===== config.mk =====
export PLATFORM = sky130hd
export DESIGN_NAME = isfc_bank
export DESIGN_NICKNAME = d
export VERILOG_FILES = /design/src/hdl/isfc_nvm_store.v /design/src/hdl/isfc_bank.v
export VERILOG_INCLUDE_DIRS = /design/src /design/src/shared
export SDC_FILE = /design/constraint.sdc
export NUM_CORES = 1
export LEC_CHECK = 0
export BUFFER_PORTS_ARGS = -buffer_cell sky130_fd_sc_hd__buf_2
export CAP_MARGIN = 20
export CORE_MARGIN = 2
export CORE_UTILIZATION = 40
export CTS_CLUSTER_SIZE = 10
export DETAILED_ROUTE_END_ITERATION = 10
export HOLD_SLACK_MARGIN = 0.15
export PLACE_DENSITY = 0.61
export SLEW_MARGIN = 20
export SYNTH_ARGS = -nofsm -noshare
export SYNTH_HDL_FRONTEND = slang
export SYNTH_SLANG_ARGS = --single-unit

===== constraint.sdc =====
create_clock -name i_core_clk -period 3.5 [get_ports i_core_clk]
set_clock_uncertainty 0.1 [all_clocks]
set_input_delay 0.175 -clock i_core_clk [delete_from_list [all_inputs] [get_ports i_core_clk]]
set_output_delay 0.175 -clock i_core_clk [all_outputs]
set_load 0.05 [all_outputs]

===== src/shared/isfc_regs.vh =====
// Register map and constants for the ident, scratch and flash tally bank
`ifndef ISFC_REGS_VH
`define ISFC_REGS_VH

// ----------------------------------------------------------------
// Word addresses (even byte address of each pair)
// ----------------------------------------------------------------
`define ISFC_ADDR_W 7
`define ISFC_A_CMD 7'h68
`define ISFC_A_MDAY 7'h6e
`define ISFC_A_YEAR 7'h70
`define ISFC_A_PROD 7'h72
`define ISFC_A_LOT 7'h74
`define ISFC_A_NOTE_A 7'h76
`define ISFC_A_NOTE_B 7'h78
`define ISFC_A_NOTE_C 7'h7a
`define ISFC_A_TALLY_LO 7'h7c
`define ISFC_A_TALLY_HI 7'h7e

// ----------------------------------------------------------------
// Command byte field, reset values, note count and indices
// ----------------------------------------------------------------
`define ISFC_CMD_BACKUP_BIT 3
`define ISFC_NOTE_RST 16'h0000
`define ISFC_TALLY_RST 32'h0000_0000
`define ISFC_TALLY_ONE 32'h0000_0001
`define ISFC_NOTES 3
`define ISFC_NOTE_IDX_W 2
`define ISFC_IDX_A 2'h0
`define ISFC_IDX_B 2'h1
`define ISFC_IDX_C 2'h2
`define ISFC_ZERO16 16'h0000

`endif


===== src/hdl/isfc_nvm_store.v =====
// Nonvolatile image of the scratch words, written only on backup
`include "isfc_regs.vh"

module isfc_nvm_store #(
	parameter DW = 16,
	parameter AW = 2,
	parameter DEPTH = 3
) (
	// Clock
	input wire i_core_clk,
	// Write port
	input wire i_wr_en,
	input wire [AW-1:0] i_wr_idx,
	input wire [DW-1:0] i_wr_data,
	// Read port
	input wire [AW-1:0] i_rd_idx,
	output reg [DW-1:0] o_rd_data
);

	// ----------------------------------------------------------------
	// Storage
	// ----------------------------------------------------------------
	// No reset: contents model retention across device reset
	reg [DW-1:0] mem_r [0:DEPTH-1];

	always @(posedge i_core_clk) begin
		if (i_wr_en) begin
			mem_r[i_wr_idx] <= i_wr_data;
		end
		o_rd_data <= mem_r[i_rd_idx];
	end

endmodule // isfc_nvm_store


===== src/hdl/isfc_bank.v =====
// Identification, scratch and flash write tally register bank
`include "isfc_regs.vh"

module isfc_bank #(
	parameter [15:0] MONTH_DAY = 16'h0101,
	parameter [15:0] YEAR = 16'h2000,
	// Arbitrary neutral product code
	parameter [15:0] PRODUCT_CODE = 16'h1234,
	parameter [15:0] LOT_CODE = 16'h0001
) (
	// Clock and reset
	input wire i_core_clk,
	input wire i_sys_rst,
	// Register write
	input wire i_wr_en,
	input wire [6:0] i_wr_addr,
	input wire [7:0] i_wr_data,
	// Register read
	input wire i_rd_en,
	input wire [6:0] i_rd_addr,
	output reg [15:0] o_rd_data,
	// Flash backup activity
	output wire o_backup_busy,
	output reg o_backup_done
);

	// ----------------------------------------------------------------
	// Helpers
	// ----------------------------------------------------------------
	// Byte address to word address, dropping the odd-byte bit
	function [6:0] word_of;
		input [6:0] a;
		begin
			word_of = {a[6:1], 1'b0};
		end
	endfunction

	localparam ST_IDLE = 2'h0;
	localparam ST_COPY = 2'h1;
	localparam ST_DONE = 2'h2;

	reg [15:0] note_a_r;
	reg [15:0] note_b_r;
	reg [15:0] note_c_r;
	reg [31:0] tally_r;
	reg [1:0] st_r;
	reg [1:0] idx_r;
	reg [15:0] copy_data;
	wire [6:0] wa;
	wire [6:0] ra;
	wire hi_byte;

	assign wa = word_of(i_wr_addr);
	assign ra = word_of(i_rd_addr);
	assign hi_byte = i_wr_addr[0];
	assign o_backup_busy = (st_r != ST_IDLE);

	// ----------------------------------------------------------------
	// Scratch words, byte writes
	// ----------------------------------------------------------------
	// Serial frames carry one byte; odd address hits the upper byte
	always @(posedge i_core_clk) begin
		if (i_sys_rst) begin
			note_a_r <= `ISFC_NOTE_RST;
			note_b_r <= `ISFC_NOTE_RST;
			note_c_r <= `ISFC_NOTE_RST;
		end else if (i_wr_en && !o_backup_busy) begin
			case (wa)
			`ISFC_A_NOTE_A: begin
				if (hi_byte) note_a_r[15:8] <= i_wr_data;
				else note_a_r[7:0] <= i_wr_data;
			end
			`ISFC_A_NOTE_B: begin
				if (hi_byte) note_b_r[15:8] <= i_wr_data;
				else note_b_r[7:0] <= i_wr_data;
			end
			`ISFC_A_NOTE_C: begin
				if (hi_byte) note_c_r[15:8] <= i_wr_data;
				else note_c_r[7:0] <= i_wr_data;
			end
			default: begin
				// Read-only and unmapped words drop the write
				note_a_r <= note_a_r;
			end
			endcase
		end
	end

	// ----------------------------------------------------------------
	// Backup sequencer
	// ----------------------------------------------------------------
	// Backup starts on low command byte with bit 3; terminating word
	// to the upper byte carries no command and is ignored
	wire backup_req = i_wr_en && !hi_byte && (wa == `ISFC_A_CMD) &&
		i_wr_data[`ISFC_CMD_BACKUP_BIT];

	always @* begin
		case (idx_r)
		`ISFC_IDX_A: copy_data = note_a_r;
		`ISFC_IDX_B: copy_data = note_b_r;
		default: copy_data = note_c_r;
		endcase
	end

	always @(posedge i_core_clk) begin
		if (i_sys_rst) begin
			st_r <= ST_IDLE;
			idx_r <= `ISFC_IDX_A;
			tally_r <= `ISFC_TALLY_RST;
			o_backup_done <= 1'b0;
		end else begin
			o_backup_done <= 1'b0;
			case (st_r)
			ST_IDLE: begin
				if (backup_req) begin
					st_r <= ST_COPY;
					idx_r <= `ISFC_IDX_A;
				end
			end
			ST_COPY: begin
				if (idx_r == `ISFC_IDX_C) st_r <= ST_DONE;
				else idx_r <= idx_r + 2'h1;
			end
			ST_DONE: begin
				tally_r <= tally_r + `ISFC_TALLY_ONE;
				o_backup_done <= 1'b1;
				st_r <= ST_IDLE;
			end
			default: st_r <= ST_IDLE;
			endcase
		end
	end

	isfc_nvm_store #(
		.DW(16),
		.AW(`ISFC_NOTE_IDX_W),
		.DEPTH(`ISFC_NOTES)
	) u_store (
		.i_core_clk(i_core_clk),
		.i_wr_en(st_r == ST_COPY),
		.i_wr_idx(idx_r),
		.i_wr_data(copy_data),
		.i_rd_idx(idx_r),
		.o_rd_data()
	);

	// ----------------------------------------------------------------
	// Read mux
	// ----------------------------------------------------------------
	always @(posedge i_core_clk) begin
		if (i_sys_rst) begin
			o_rd_data <= `ISFC_ZERO16;
		end else if (i_rd_en) begin
			case (ra)
			`ISFC_A_MDAY: o_rd_data <= MONTH_DAY;
			`ISFC_A_YEAR: o_rd_data <= YEAR;
			`ISFC_A_PROD: o_rd_data <= PRODUCT_CODE;
			`ISFC_A_LOT: o_rd_data <= LOT_CODE;
			`ISFC_A_NOTE_A: o_rd_data <= note_a_r;
			`ISFC_A_NOTE_B: o_rd_data <= note_b_r;
			`ISFC_A_NOTE_C: o_rd_data <= note_c_r;
			`ISFC_A_TALLY_LO: o_rd_data <= tally_r[15:0];
			`ISFC_A_TALLY_HI: o_rd_data <= tally_r[31:16];
			default: o_rd_data <= `ISFC_ZERO16;
			endcase
		end
	end

endmodule // isfc_bank


==> report_table.html, run 1 <==
<table>
<tr><th>Metric</th><th>Value</th></tr>
<tr><th colspan="2">Min path</th></tr>
<tr><td>Start point of the worst hold path</td><td>i_wr_addr[3]</td></tr>
<tr><td>Worst Hold Depth</td><td>4</td></tr>
<tr><td>Class of the worst hold path</td><td>input port to flop</td></tr>
<tr><td>Endpoint of the worst hold-timing path</td><td>st_r[0]$_SDFFE_PP0P_</td></tr>
<tr><th colspan="2">Cells and area</th></tr>
<tr><td>Highest-count cells in the layout ignoring fill and taps</td><td>sky130_fd_sc_hd__dfxtp_1, sky130_fd_sc_hd__nor2_1, sky130_fd_sc_hd__mux2i_1</td></tr>
<tr><td>Most common library cell in the layout ignoring fill and taps</td><td>sky130_fd_sc_hd__dfxtp_1</td></tr>
<tr><td>Fraction of layout instances using a drive strength above 1</td><td>0.124</td></tr>
<tr><td>Filler-free cell count of the finished design</td><td>706</td></tr>
<tr><td>Synth-to-layout area growth</td><td>14.5%</td></tr>
<tr><td>Ant. Diodes</td><td>0</td></tr>
<tr><td>NumNets Final</td><td>588</td></tr>
<tr><td>Post-layout util</td><td>0.464</td></tr>
<tr><th colspan="2">Placed design</th></tr>
<tr><td>Routability Congestion</td><td>0.894</td></tr>
<tr><td>Inst Count DP</td><td>682</td></tr>
<tr><td>Post-DP HPWL</td><td>8.46 mm</td></tr>
<tr><td>Number of buffers inserted by port buffering</td><td>42</td></tr>
<tr><th colspan="2">Yosys</th></tr>
<tr><td>Summed instance area of the synthesized netlist</td><td>4570 µm²</td></tr>
<tr><td>Post-Synthesis Net Count</td><td>548</td></tr>
<tr><td>Dominant cells by area after synthesis</td><td>sky130_fd_sc_hd__dfxtp_1, sky130_fd_sc_hd__mux2i_1, sky130_fd_sc_hd__nor2_1</td></tr>
<tr><td>Count of flip-flops with a built-in enable after synthesis</td><td>0</td></tr>
<tr><td>Per-instance average area after synthesis</td><td>8.79 µm²</td></tr>
<tr><td>Portion of the post-synthesis area used by sequential elements</td><td>0.442</td></tr>
<tr><td>Count of mapped cells out of synthesis</td><td>520</td></tr>
<tr><td>Area leader, netlist</td><td>sky130_fd_sc_hd__dfxtp_1</td></tr>
<tr><td>Async S/R FF share, synth</td><td>0</td></tr>
<tr><td>Number of different library cells in the post-synthesis netlist</td><td>48</td></tr>
<tr><td>Top_reg_cell synth</td><td>sky130_fd_sc_hd__dfxtp_1</td></tr>
<tr><td>Post-synthesis register bit count</td><td>101</td></tr>
<tr><td>Portion of synthesized cell area occupied by the leading cell type</td><td>0.442</td></tr>
<tr><td>Warnings from Yosys</td><td>0</td></tr>
<tr><th colspan="2">Power</th></tr>
<tr><td>Combinational power share</td><td>0.047</td></tr>
<tr><td>Total power</td><td>2.16 mW</td></tr>
<tr><td>Switching Power</td><td>469 µW</td></tr>
<tr><td>Proportion of power drawn by flip-flops and latches</td><td>0.532</td></tr>
<tr><td>Internal power</td><td>1.70 mW</td></tr>
<tr><td>Switch share</td><td>0.216</td></tr>
<tr><td>Cell Pwr Density</td><td>414 nW/µm²</td></tr>
<tr><td>Standby leakage power</td><td>1.94 nW</td></tr>
<tr><td>Clock Power Share</td><td>0.421</td></tr>
<tr><td>Worst vdd rail ir drop</td><td>0.372 mV</td></tr>
<tr><th colspan="2">Routing</th></tr>
<tr><td>Detailed-route DRC error count</td><td>0</td></tr>
<tr><td>WL/cell</td><td>16.3 µm</td></tr>
<tr><td>Detailed Routing Iterations Pass 1</td><td>5</td></tr>
<tr><td>ANT nets after route</td><td>0</td></tr>
<tr><td>Number of violations reported at the end of detailed-routing iteration 0</td><td>217</td></tr>
<tr><td>Routed via count</td><td>3828</td></tr>
<tr><td>Detailed-route wire length</td><td>11.5 mm</td></tr>
<tr><td>Vias/cell</td><td>5.42</td></tr>
<tr><th colspan="2">Flow run</th></tr>
<tr><td>Number of violations of the max-capacitance limit</td><td>0</td></tr>
<tr><th colspan="2">Global routing</th></tr>
<tr><td>Aggregate global routing overflow</td><td>0</td></tr>
<tr><td>Wire length of the first global-routing pass</td><td>18.9 mm</td></tr>
<tr><td>Via count of the first global-routing pass</td><td>3600</td></tr>
<tr><td>Total routing usage reported by global routing</td><td>0.192</td></tr>
<tr><td>Number of antenna violations at the first check in global routing</td><td>0</td></tr>
<tr><td>Maximum number of pins on one net before global-route repair</td><td>88</td></tr>
<tr><th colspan="2">Worst setup path</th></tr>
<tr><td>Critical Setup Path Class</td><td>input port to flop</td></tr>
<tr><td>Chain of cells forming the critical path</td><td>dlygate4sd3_1 &gt; buf_2 &gt; nand2_1 &gt; or4b_1 &gt; nor2b_1 &gt; a22oi_1 &gt; o21ai_1</td></tr>
<tr><td>Kind of start point of the critical path</td><td>input port</td></tr>
<tr><td>CP Data Required Time</td><td>3.67 ns</td></tr>
<tr><td>Reg-to-reg critical path endpoint</td><td>tally_r[28]$_SDFFE_PP0P_</td></tr>
<tr><td>Logic depth of the worst register-to-register path</td><td>6</td></tr>
<tr><td>Setup slack, reg-to-reg</td><td>1.26 ns</td></tr>
<tr><td>Crit path launch</td><td>i_rd_addr[6]</td></tr>
<tr><td>Cell family contributing the most delay on the critical path</td><td>simple AND/OR/NAND/NOR gates</td></tr>
<tr><td>Critical Path Slowest Stage Cell</td><td>sky130_fd_sc_hd__or4b_1</td></tr>
<tr><td>Bufs and invs on worst path</td><td>2</td></tr>
<tr><td>Max stage delay on crit path</td><td>0.82 ns</td></tr>
<tr><td>Maximum fanout along the worst path</td><td>17</td></tr>
<tr><td>Kind of end point of the critical path</td><td>flop</td></tr>
<tr><td>Startpoint of the lowest-slack register-to-register path</td><td>tally_r[0]$_SDFFE_PP0P_</td></tr>
<tr><td>Arrival time reported for the critical path endpoint</td><td>2.72 ns</td></tr>
<tr><th colspan="2">Floorplan</th></tr>
<tr><td>Die width</td><td>111 µm</td></tr>
<tr><td>Site row count</td><td>39</td></tr>
<tr><td>DIE HEIGHT</td><td>111 µm</td></tr>
<tr><td>Core box area</td><td>11300 µm²</td></tr>
<tr><td>Overall die area</td><td>12300 µm²</td></tr>
<tr><td>Top Ports</td><td>44</td></tr>
<tr><td>Effective utilization at floorplan</td><td>0.405</td></tr>
<tr><th colspan="2">CTS</th></tr>
<tr><td>Gates resized, CTS repair</td><td>0</td></tr>
<tr><td>CTS clk-pin slew, worst paths</td><td>0.06 ns</td></tr>
<tr><td>Maximum buffer depth of the clock tree</td><td>2</td></tr>
<tr><td>Root buffer cell</td><td>sky130_fd_sc_hd__clkbuf_16</td></tr>
<tr><td>Level count of the clock H-tree</td><td>3</td></tr>
<tr><td># clock sinks</td><td>101</td></tr>
<tr><td>Number of setup buffers added after CTS</td><td>0</td></tr>
<tr><td>Insertion delay of the later-clocked pin in the worst-skew pair</td><td>0.34 ns</td></tr>
<tr><td>CTS tree</td><td>built</td></tr>
<tr><td>Total CTS buffers</td><td>9</td></tr>
<tr><td>Number of buffers inserted by hold repair at cts</td><td>10</td></tr>
<tr><th colspan="2">Run status</th></tr>
<tr><td>Outcome</td><td>finished, final reports clean</td></tr>
<tr><th colspan="2">Timing</th></tr>
<tr><td>Unrepaired setup endpoints after global routing</td><td>no</td></tr>
<tr><td>Max Slew Vio Count</td><td>0</td></tr>
<tr><td>Upper clock frequency limit</td><td>392 MHz</td></tr>
<tr><td>Final Critical Period</td><td>2.55 ns</td></tr>
<tr><td>Worst slew pin tran</td><td>0.998 ns</td></tr>
<tr><td>Setup violation total in the final timing report</td><td>0</td></tr>
<tr><td>Min Hold Slack</td><td>0.224 ns</td></tr>
<tr><td>Fin Setup TNS</td><td>0 ns</td></tr>
<tr><td>Final period utilization</td><td>0.729</td></tr>
<tr><td>Hold Vio Cnt, Final</td><td>0</td></tr>
<tr><td>Worst relative slew slack</td><td>0.332</td></tr>
</table>
-- state kept, by name (all words and copies together), names as in the netlist --
| register | count |
|---|---|
| o_backup_done | 1 |
| tally_r | 32 |
| idx_r | 2 |
| st_r | 2 |
| note_a_r | 16 |
| note_b_r | 16 |
| o_rd_data | 16 |
| note_c_r | 16 |
-- metal layers --
layer  GRT usage  vias up  part of all wire
met1       0.267     1804              0.47
met2       0.302       97              0.45
met3      0.0366       14             0.054
met5           0        -                 0
li1            -     1913                 -
met4      0.0600        0             0.022
-- Yosys cell counts, drive strengths merged (2+ instances only) --
| cell | number |
|---|---|
| and4 | 5 |
| dfxtp | 101 |
| nor3b | 2 |
| nor4 | 5 |
| nand4 | 10 |
| or3 | 4 |
| nand2 | 48 |
| a21oi | 26 |
| a221oi | 8 |
| or4 | 2 |
| buf | 10 |
| inv | 7 |
| and3 | 4 |
| nor4b | 2 |
| mux2i | 49 |
| a31oi | 2 |
| o22ai | 5 |
| and2 | 2 |
| and4b | 2 |
| nand2b | 2 |
| and3b | 2 |
| nand3b | 2 |
| xor2 | 11 |
| nor3 | 8 |
| nor2 | 84 |
| o21ai | 39 |
| xnor2 | 16 |
| o2bb2ai | 5 |
| nand3 | 15 |
| clkbuf | 17 |
| a22oi | 9 |
| a211oi | 2 |
| nor2b | 4 |
| ha | 2 |
-- worst max-delay path by stage --
stage                                 endpoint  slack, ns  cells after the start
floorplan             tally_r[26]$_SDFFE_PP0P_       1.77                      7
global placement     o_rd_data[1]$_SDFFE_PP0P_       1.15                      6
detailed placement  o_rd_data[15]$_SDFFE_PP0P_       1.09                      6
CTS                 o_rd_data[15]$_SDFFE_PP0P_       0.99                      7
global route         o_rd_data[6]$_SDFFE_PP0P_       0.83                      7
finish              o_rd_data[15]$_SDFFE_PP0P_       0.95                      7
-- kinds of logic after synthesis --
logic type / synth area share
AOI/OAI and AO/OA: 0.130
xor gates and xnor gates: 0.0518
adders and majority gates: 0.00548
buffers and inverters: 0.0331
DFF: 0.442
muxes: 0.110
and+or+nand+nor: 0.228
-- power groups by stage --
stage / Combinational [mW] / Sequential, mW / Clock [mW]
after floorplan: 0.0524 / 1.18 / 0
after global placement: 0.0913 / 1.18 / 0
after detailed placement: 0.0929 / 1.18 / 0
after CTS: 0.102 / 1.15 / 0.928
after global routing: 0.112 / 1.15 / 0.975
final: 0.102 / 1.15 / 0.911
-- worst min-delay path, stage by stage --
cell and delay [ns]:
sky130_fd_sc_hd__buf_2 0.09, sky130_fd_sc_hd__and3_1 0.14, sky130_fd_sc_hd__a31oi_1 0.12, sky130_fd_sc_hd__nor2_1 0.10
-- final cells by class --
| type | instances | area, µm² |
|---|---|---|
| Multi-Input combinational cell | 385 | 2400 |
| Tap cell | 143 | 179 |
| Inverter | 7 | 26.3 |
| Clock inverter | 2 | 10.0 |
| Timing Repair Buffer | 56 | 340 |
| Clock buffer | 12 | 256 |
| Sequential cell | 101 | 2020 |
| Fill cell | 1105 | 6040 |
-- per-stage QoR --
| stage | instance area, µm² | setup WS [ns] |
|---|---|---|
| after global routing | 5230 | 0.835 |
| after detailed placement | 4860 | 1.09 |
| final | 5230 | 0.949 |
| after CTS | 5230 | 0.992 |
| after global placement | 4860 | 1.15 |
| after floorplan | 4570 | 1.77 |
Note: power is estimated with default switching activity, not from simulation.
==> run 2: changes to the inputs <==
- PLACE_DENSITY: 0.61 -> 0.63
- clock period: 3.5 -> 2.15 ns (I/O delays scaled with it)
==> run 2 against run 1 <==
  * Clock-buffer cell count increased by 1
  * Sequential power increased by 63%
  * Worst hold slack worse by 0.052 ns
  * Setup slack worse by 0.77 ns
  * Sequential share of layout area decreased by 1.4 points
  * Flip-flop and latch count unchanged
  * Critical endpoint is now note_c_r[15]$_SDFFE_PP0P_
==> report_table.html, run 2 (synthesis gave the netlist of run 1 again) <==
<table>
<tr><th>Metric</th><th>Value</th></tr>
<tr><th colspan="2">Placed design</th></tr>
<tr><td>Routability Congestion</td><td>0.874</td></tr>
<tr><td>Pre-CTS setup slack</td><td>0.275 ns</td></tr>
<tr><td>Post-DP HPWL</td><td>8.57 mm</td></tr>
<tr><td>Number of buffers inserted by port buffering</td><td>42</td></tr>
<tr><td>Inst Count DP</td><td>695</td></tr>
<tr><th colspan="2">Worst setup path</th></tr>
<tr><td>Number of stages on the worst setup path</td><td>7</td></tr>
<tr><td>Arrival time reported for the critical path endpoint</td><td>2.14 ns</td></tr>
<tr><td>Critical Path Slowest Stage Cell</td><td>sky130_fd_sc_hd__or3b_1</td></tr>
<tr><td>Max stage delay on crit path</td><td>0.55 ns</td></tr>
<tr><td>Chain of cells forming the critical path</td><td>dlygate4sd3_1 &gt; buf_2 &gt; nand4_1 &gt; or3b_1 &gt; nor2_1 &gt; nand2_1 &gt; a21oi_1</td></tr>
<tr><td>Cell family contributing the most delay on the critical path</td><td>simple AND/OR/NAND/NOR gates</td></tr>
<tr><td>Kind of end point of the critical path</td><td>flop</td></tr>
<tr><td>Maximum fanout along the worst path</td><td>10</td></tr>
<tr><td>Kind of start point of the critical path</td><td>input port</td></tr>
<tr><td>CP Data Required Time</td><td>2.32 ns</td></tr>
<tr><td>Bufs and invs on worst path</td><td>2</td></tr>
<tr><td>Critical Setup Path Class</td><td>input port to flop</td></tr>
<tr><td>Logic depth of the worst register-to-register path</td><td>5</td></tr>
<tr><th colspan="2">Routing</th></tr>
<tr><td>ANT nets after route</td><td>0</td></tr>
<tr><td>WL/cell</td><td>16.2 µm</td></tr>
<tr><td>Number of violations reported at the end of detailed-routing iteration 0</td><td>234</td></tr>
<tr><td>Vias/cell</td><td>5.49</td></tr>
<tr><td>Routed via count</td><td>3980</td></tr>
<tr><td>Detailed Routing Iterations Pass 1</td><td>5</td></tr>
<tr><td>Detailed-route DRC error count</td><td>0</td></tr>
<tr><td>Detailed-route wire length</td><td>11.7 mm</td></tr>
<tr><th colspan="2">Cells and area</th></tr>
<tr><td>Most common library cell in the layout ignoring fill and taps</td><td>sky130_fd_sc_hd__dfxtp_1</td></tr>
<tr><td>Largest register by flop count</td><td>tally_r</td></tr>
<tr><td>Filler-free cell count of the finished design</td><td>725</td></tr>
<tr><td>Synth-to-layout area growth</td><td>18.9%</td></tr>
<tr><td>Highest-count cells in the layout ignoring fill and taps</td><td>sky130_fd_sc_hd__dfxtp_1, sky130_fd_sc_hd__nor2_1, sky130_fd_sc_hd__mux2i_1</td></tr>
<tr><td>NumNets Final</td><td>605</td></tr>
<tr><td>Post-layout util</td><td>0.482</td></tr>
<tr><td># fillers</td><td>1079</td></tr>
<tr><td>Ant. Diodes</td><td>0</td></tr>
<tr><td>Max FFs per register</td><td>32</td></tr>
<tr><td>Fraction of layout instances using a drive strength above 1</td><td>0.148</td></tr>
<tr><th colspan="2">Timing</th></tr>
<tr><td>Unrepaired setup endpoints after global routing</td><td>no</td></tr>
<tr><td>Upper clock frequency limit</td><td>508 MHz</td></tr>
<tr><td>Worst slew pin tran</td><td>0.719 ns</td></tr>
<tr><td>Min Hold Slack</td><td>0.172 ns</td></tr>
<tr><td>Max Slew Vio Count</td><td>0</td></tr>
<tr><td>Setup WS post-layout</td><td>0.181 ns</td></tr>
<tr><td>Worst relative slew slack</td><td>0.521</td></tr>
<tr><td>Final period utilization</td><td>0.916</td></tr>
<tr><td>Final Critical Period</td><td>1.97 ns</td></tr>
<tr><td>Fin Setup TNS</td><td>0 ns</td></tr>
<tr><td>Setup violation total in the final timing report</td><td>0</td></tr>
<tr><td>Hold Vio Cnt, Final</td><td>0</td></tr>
<tr><th colspan="2">CTS</th></tr>
<tr><td>Insertion delay of the later-clocked pin in the worst-skew pair</td><td>0.34 ns</td></tr>
<tr><td># clock sinks</td><td>101</td></tr>
<tr><td>Number of setup buffers added after CTS</td><td>0</td></tr>
<tr><td>CTS clk-pin slew, worst paths</td><td>0.06 ns</td></tr>
<tr><td>Root buffer cell</td><td>sky130_fd_sc_hd__clkbuf_16</td></tr>
<tr><td>Maximum buffer depth of the clock tree</td><td>2</td></tr>
<tr><td>Level count of the clock H-tree</td><td>3</td></tr>
<tr><td>Total CTS buffers</td><td>9</td></tr>
<tr><td>CTS tree</td><td>built</td></tr>
<tr><th colspan="2">Power</th></tr>
<tr><td>Cell Pwr Density</td><td>687 nW/µm²</td></tr>
<tr><td>Standby leakage power</td><td>2.04 nW</td></tr>
<tr><td>Worst vdd rail ir drop</td><td>0.503 mV</td></tr>
<tr><th colspan="2">Global routing</th></tr>
<tr><td>Wire length of the first global-routing pass</td><td>18.9 mm</td></tr>
<tr><td>Maximum number of pins on one net before global-route repair</td><td>71</td></tr>
<tr><td>Via count of the first global-routing pass</td><td>3635</td></tr>
<tr><td>Total routing usage reported by global routing</td><td>0.192</td></tr>
<tr><td>Aggregate global routing overflow</td><td>0</td></tr>
<tr><td>Number of antenna violations at the first check in global routing</td><td>0</td></tr>
<tr><th colspan="2">Floorplan</th></tr>
<tr><td>Die width</td><td>111 µm</td></tr>
<tr><td>Effective utilization at floorplan</td><td>0.405</td></tr>
<tr><td>DIE HEIGHT</td><td>111 µm</td></tr>
<tr><td>Site row count</td><td>39</td></tr>
<tr><td>Top Ports</td><td>44</td></tr>
<tr><td>Overall die area</td><td>12300 µm²</td></tr>
<tr><td>Core box area</td><td>11300 µm²</td></tr>
<tr><th colspan="2">Flow run</th></tr>
<tr><td>Number of violations of the max-capacitance limit</td><td>0</td></tr>
<tr><th colspan="2">Min path</th></tr>
<tr><td>Worst Hold Depth</td><td>4</td></tr>
<tr><td>Class of the worst hold path</td><td>input port to flop</td></tr>
<tr><th colspan="2">Run status</th></tr>
<tr><td>Outcome</td><td>finished, final reports clean</td></tr>
</table>
-- run 2: changes by cell type in the layout (fill, tap and decap cells not counted) --
cell / previous run / this run
sky130_fd_sc_hd__buf_12: 0 / 1
sky130_fd_sc_hd__buf_4: 4 / 16
sky130_fd_sc_hd__bufinv_16: 0 / 1
sky130_fd_sc_hd__clkbuf_8: 2 / 3
sky130_fd_sc_hd__clkinv_2: 2 / 1
sky130_fd_sc_hd__clkinvlp_4: 0 / 1
sky130_fd_sc_hd__dlygate4sd3_1: 10 / 14
sky130_fd_sc_hd__nor3_1: 7 / 6
sky130_fd_sc_hd__nor3_2: 1 / 2
-- run 2: power by group --
group / internal [mW] / switching, mW
clock: 0.996 / 0.683
combinational: 0.0671 / 0.114
sequential: 1.87 / 0.00128
-- run 2: per-stage QoR --
stage	instance area (µm²)	total power, mW
finish	5430	3.73
global route	5430	3.86
CTS	5430	3.77
detailed placement	4970	2.08
global placement	4970	2.07
floorplan	4570	2.00
-- run 2: final cells by class --
cell class                      instances  area, µm²  area share
Multi-Input combinational cell        385       2400       0.442
Clock inverter                          3       42.5     0.00783
Clock buffer                           13        270      0.0498
Sequential cell                       101       2020       0.372
Tap cell                              143        179      0.0329
Timing Repair Buffer                   73        490      0.0903
Inverter                                7       26.3     0.00484
-- run 2: tightest hold or removal path: cells and delay by family --
kind            cells  cell delay, ns
compound gates      1            0.13
buf+inv             1            0.09
simple gates        2            0.25
-- run 2: routing by layer --
layer,GRT usage,up-vias,routed length [µm]
met2,0.291,121,5320
met5,0,-,0
met1,0.270,1891,5470
met3,0.0372,19,677
li1,-,1949,-
met4,0.0767,0,256
-- run 2: timing repair --
action / CTS / global route
resized for setup: 0 / 1
setup endpoints to repair: 0 / 4
endpoints found under the hold margin: 65 / 0
hold buffers: 14 / 0
-- run 2: path summary, 6_finish.rpt --
kind	start	to	slack, ns
max	i_wr_addr[3]	note_c_r[15]$_SDFFE_PP0P_	0.18
min reg2reg	o_rd_data[5]$_SDFFE_PP0P_	o_rd_data[5]$_SDFFE_PP0P_	0.35
max reg2reg	tally_r[3]$_SDFFE_PP0P_	tally_r[29]$_SDFFE_PP0P_	0.27
min	i_wr_addr[6]	st_r[0]$_SDFFE_PP0P_	0.17
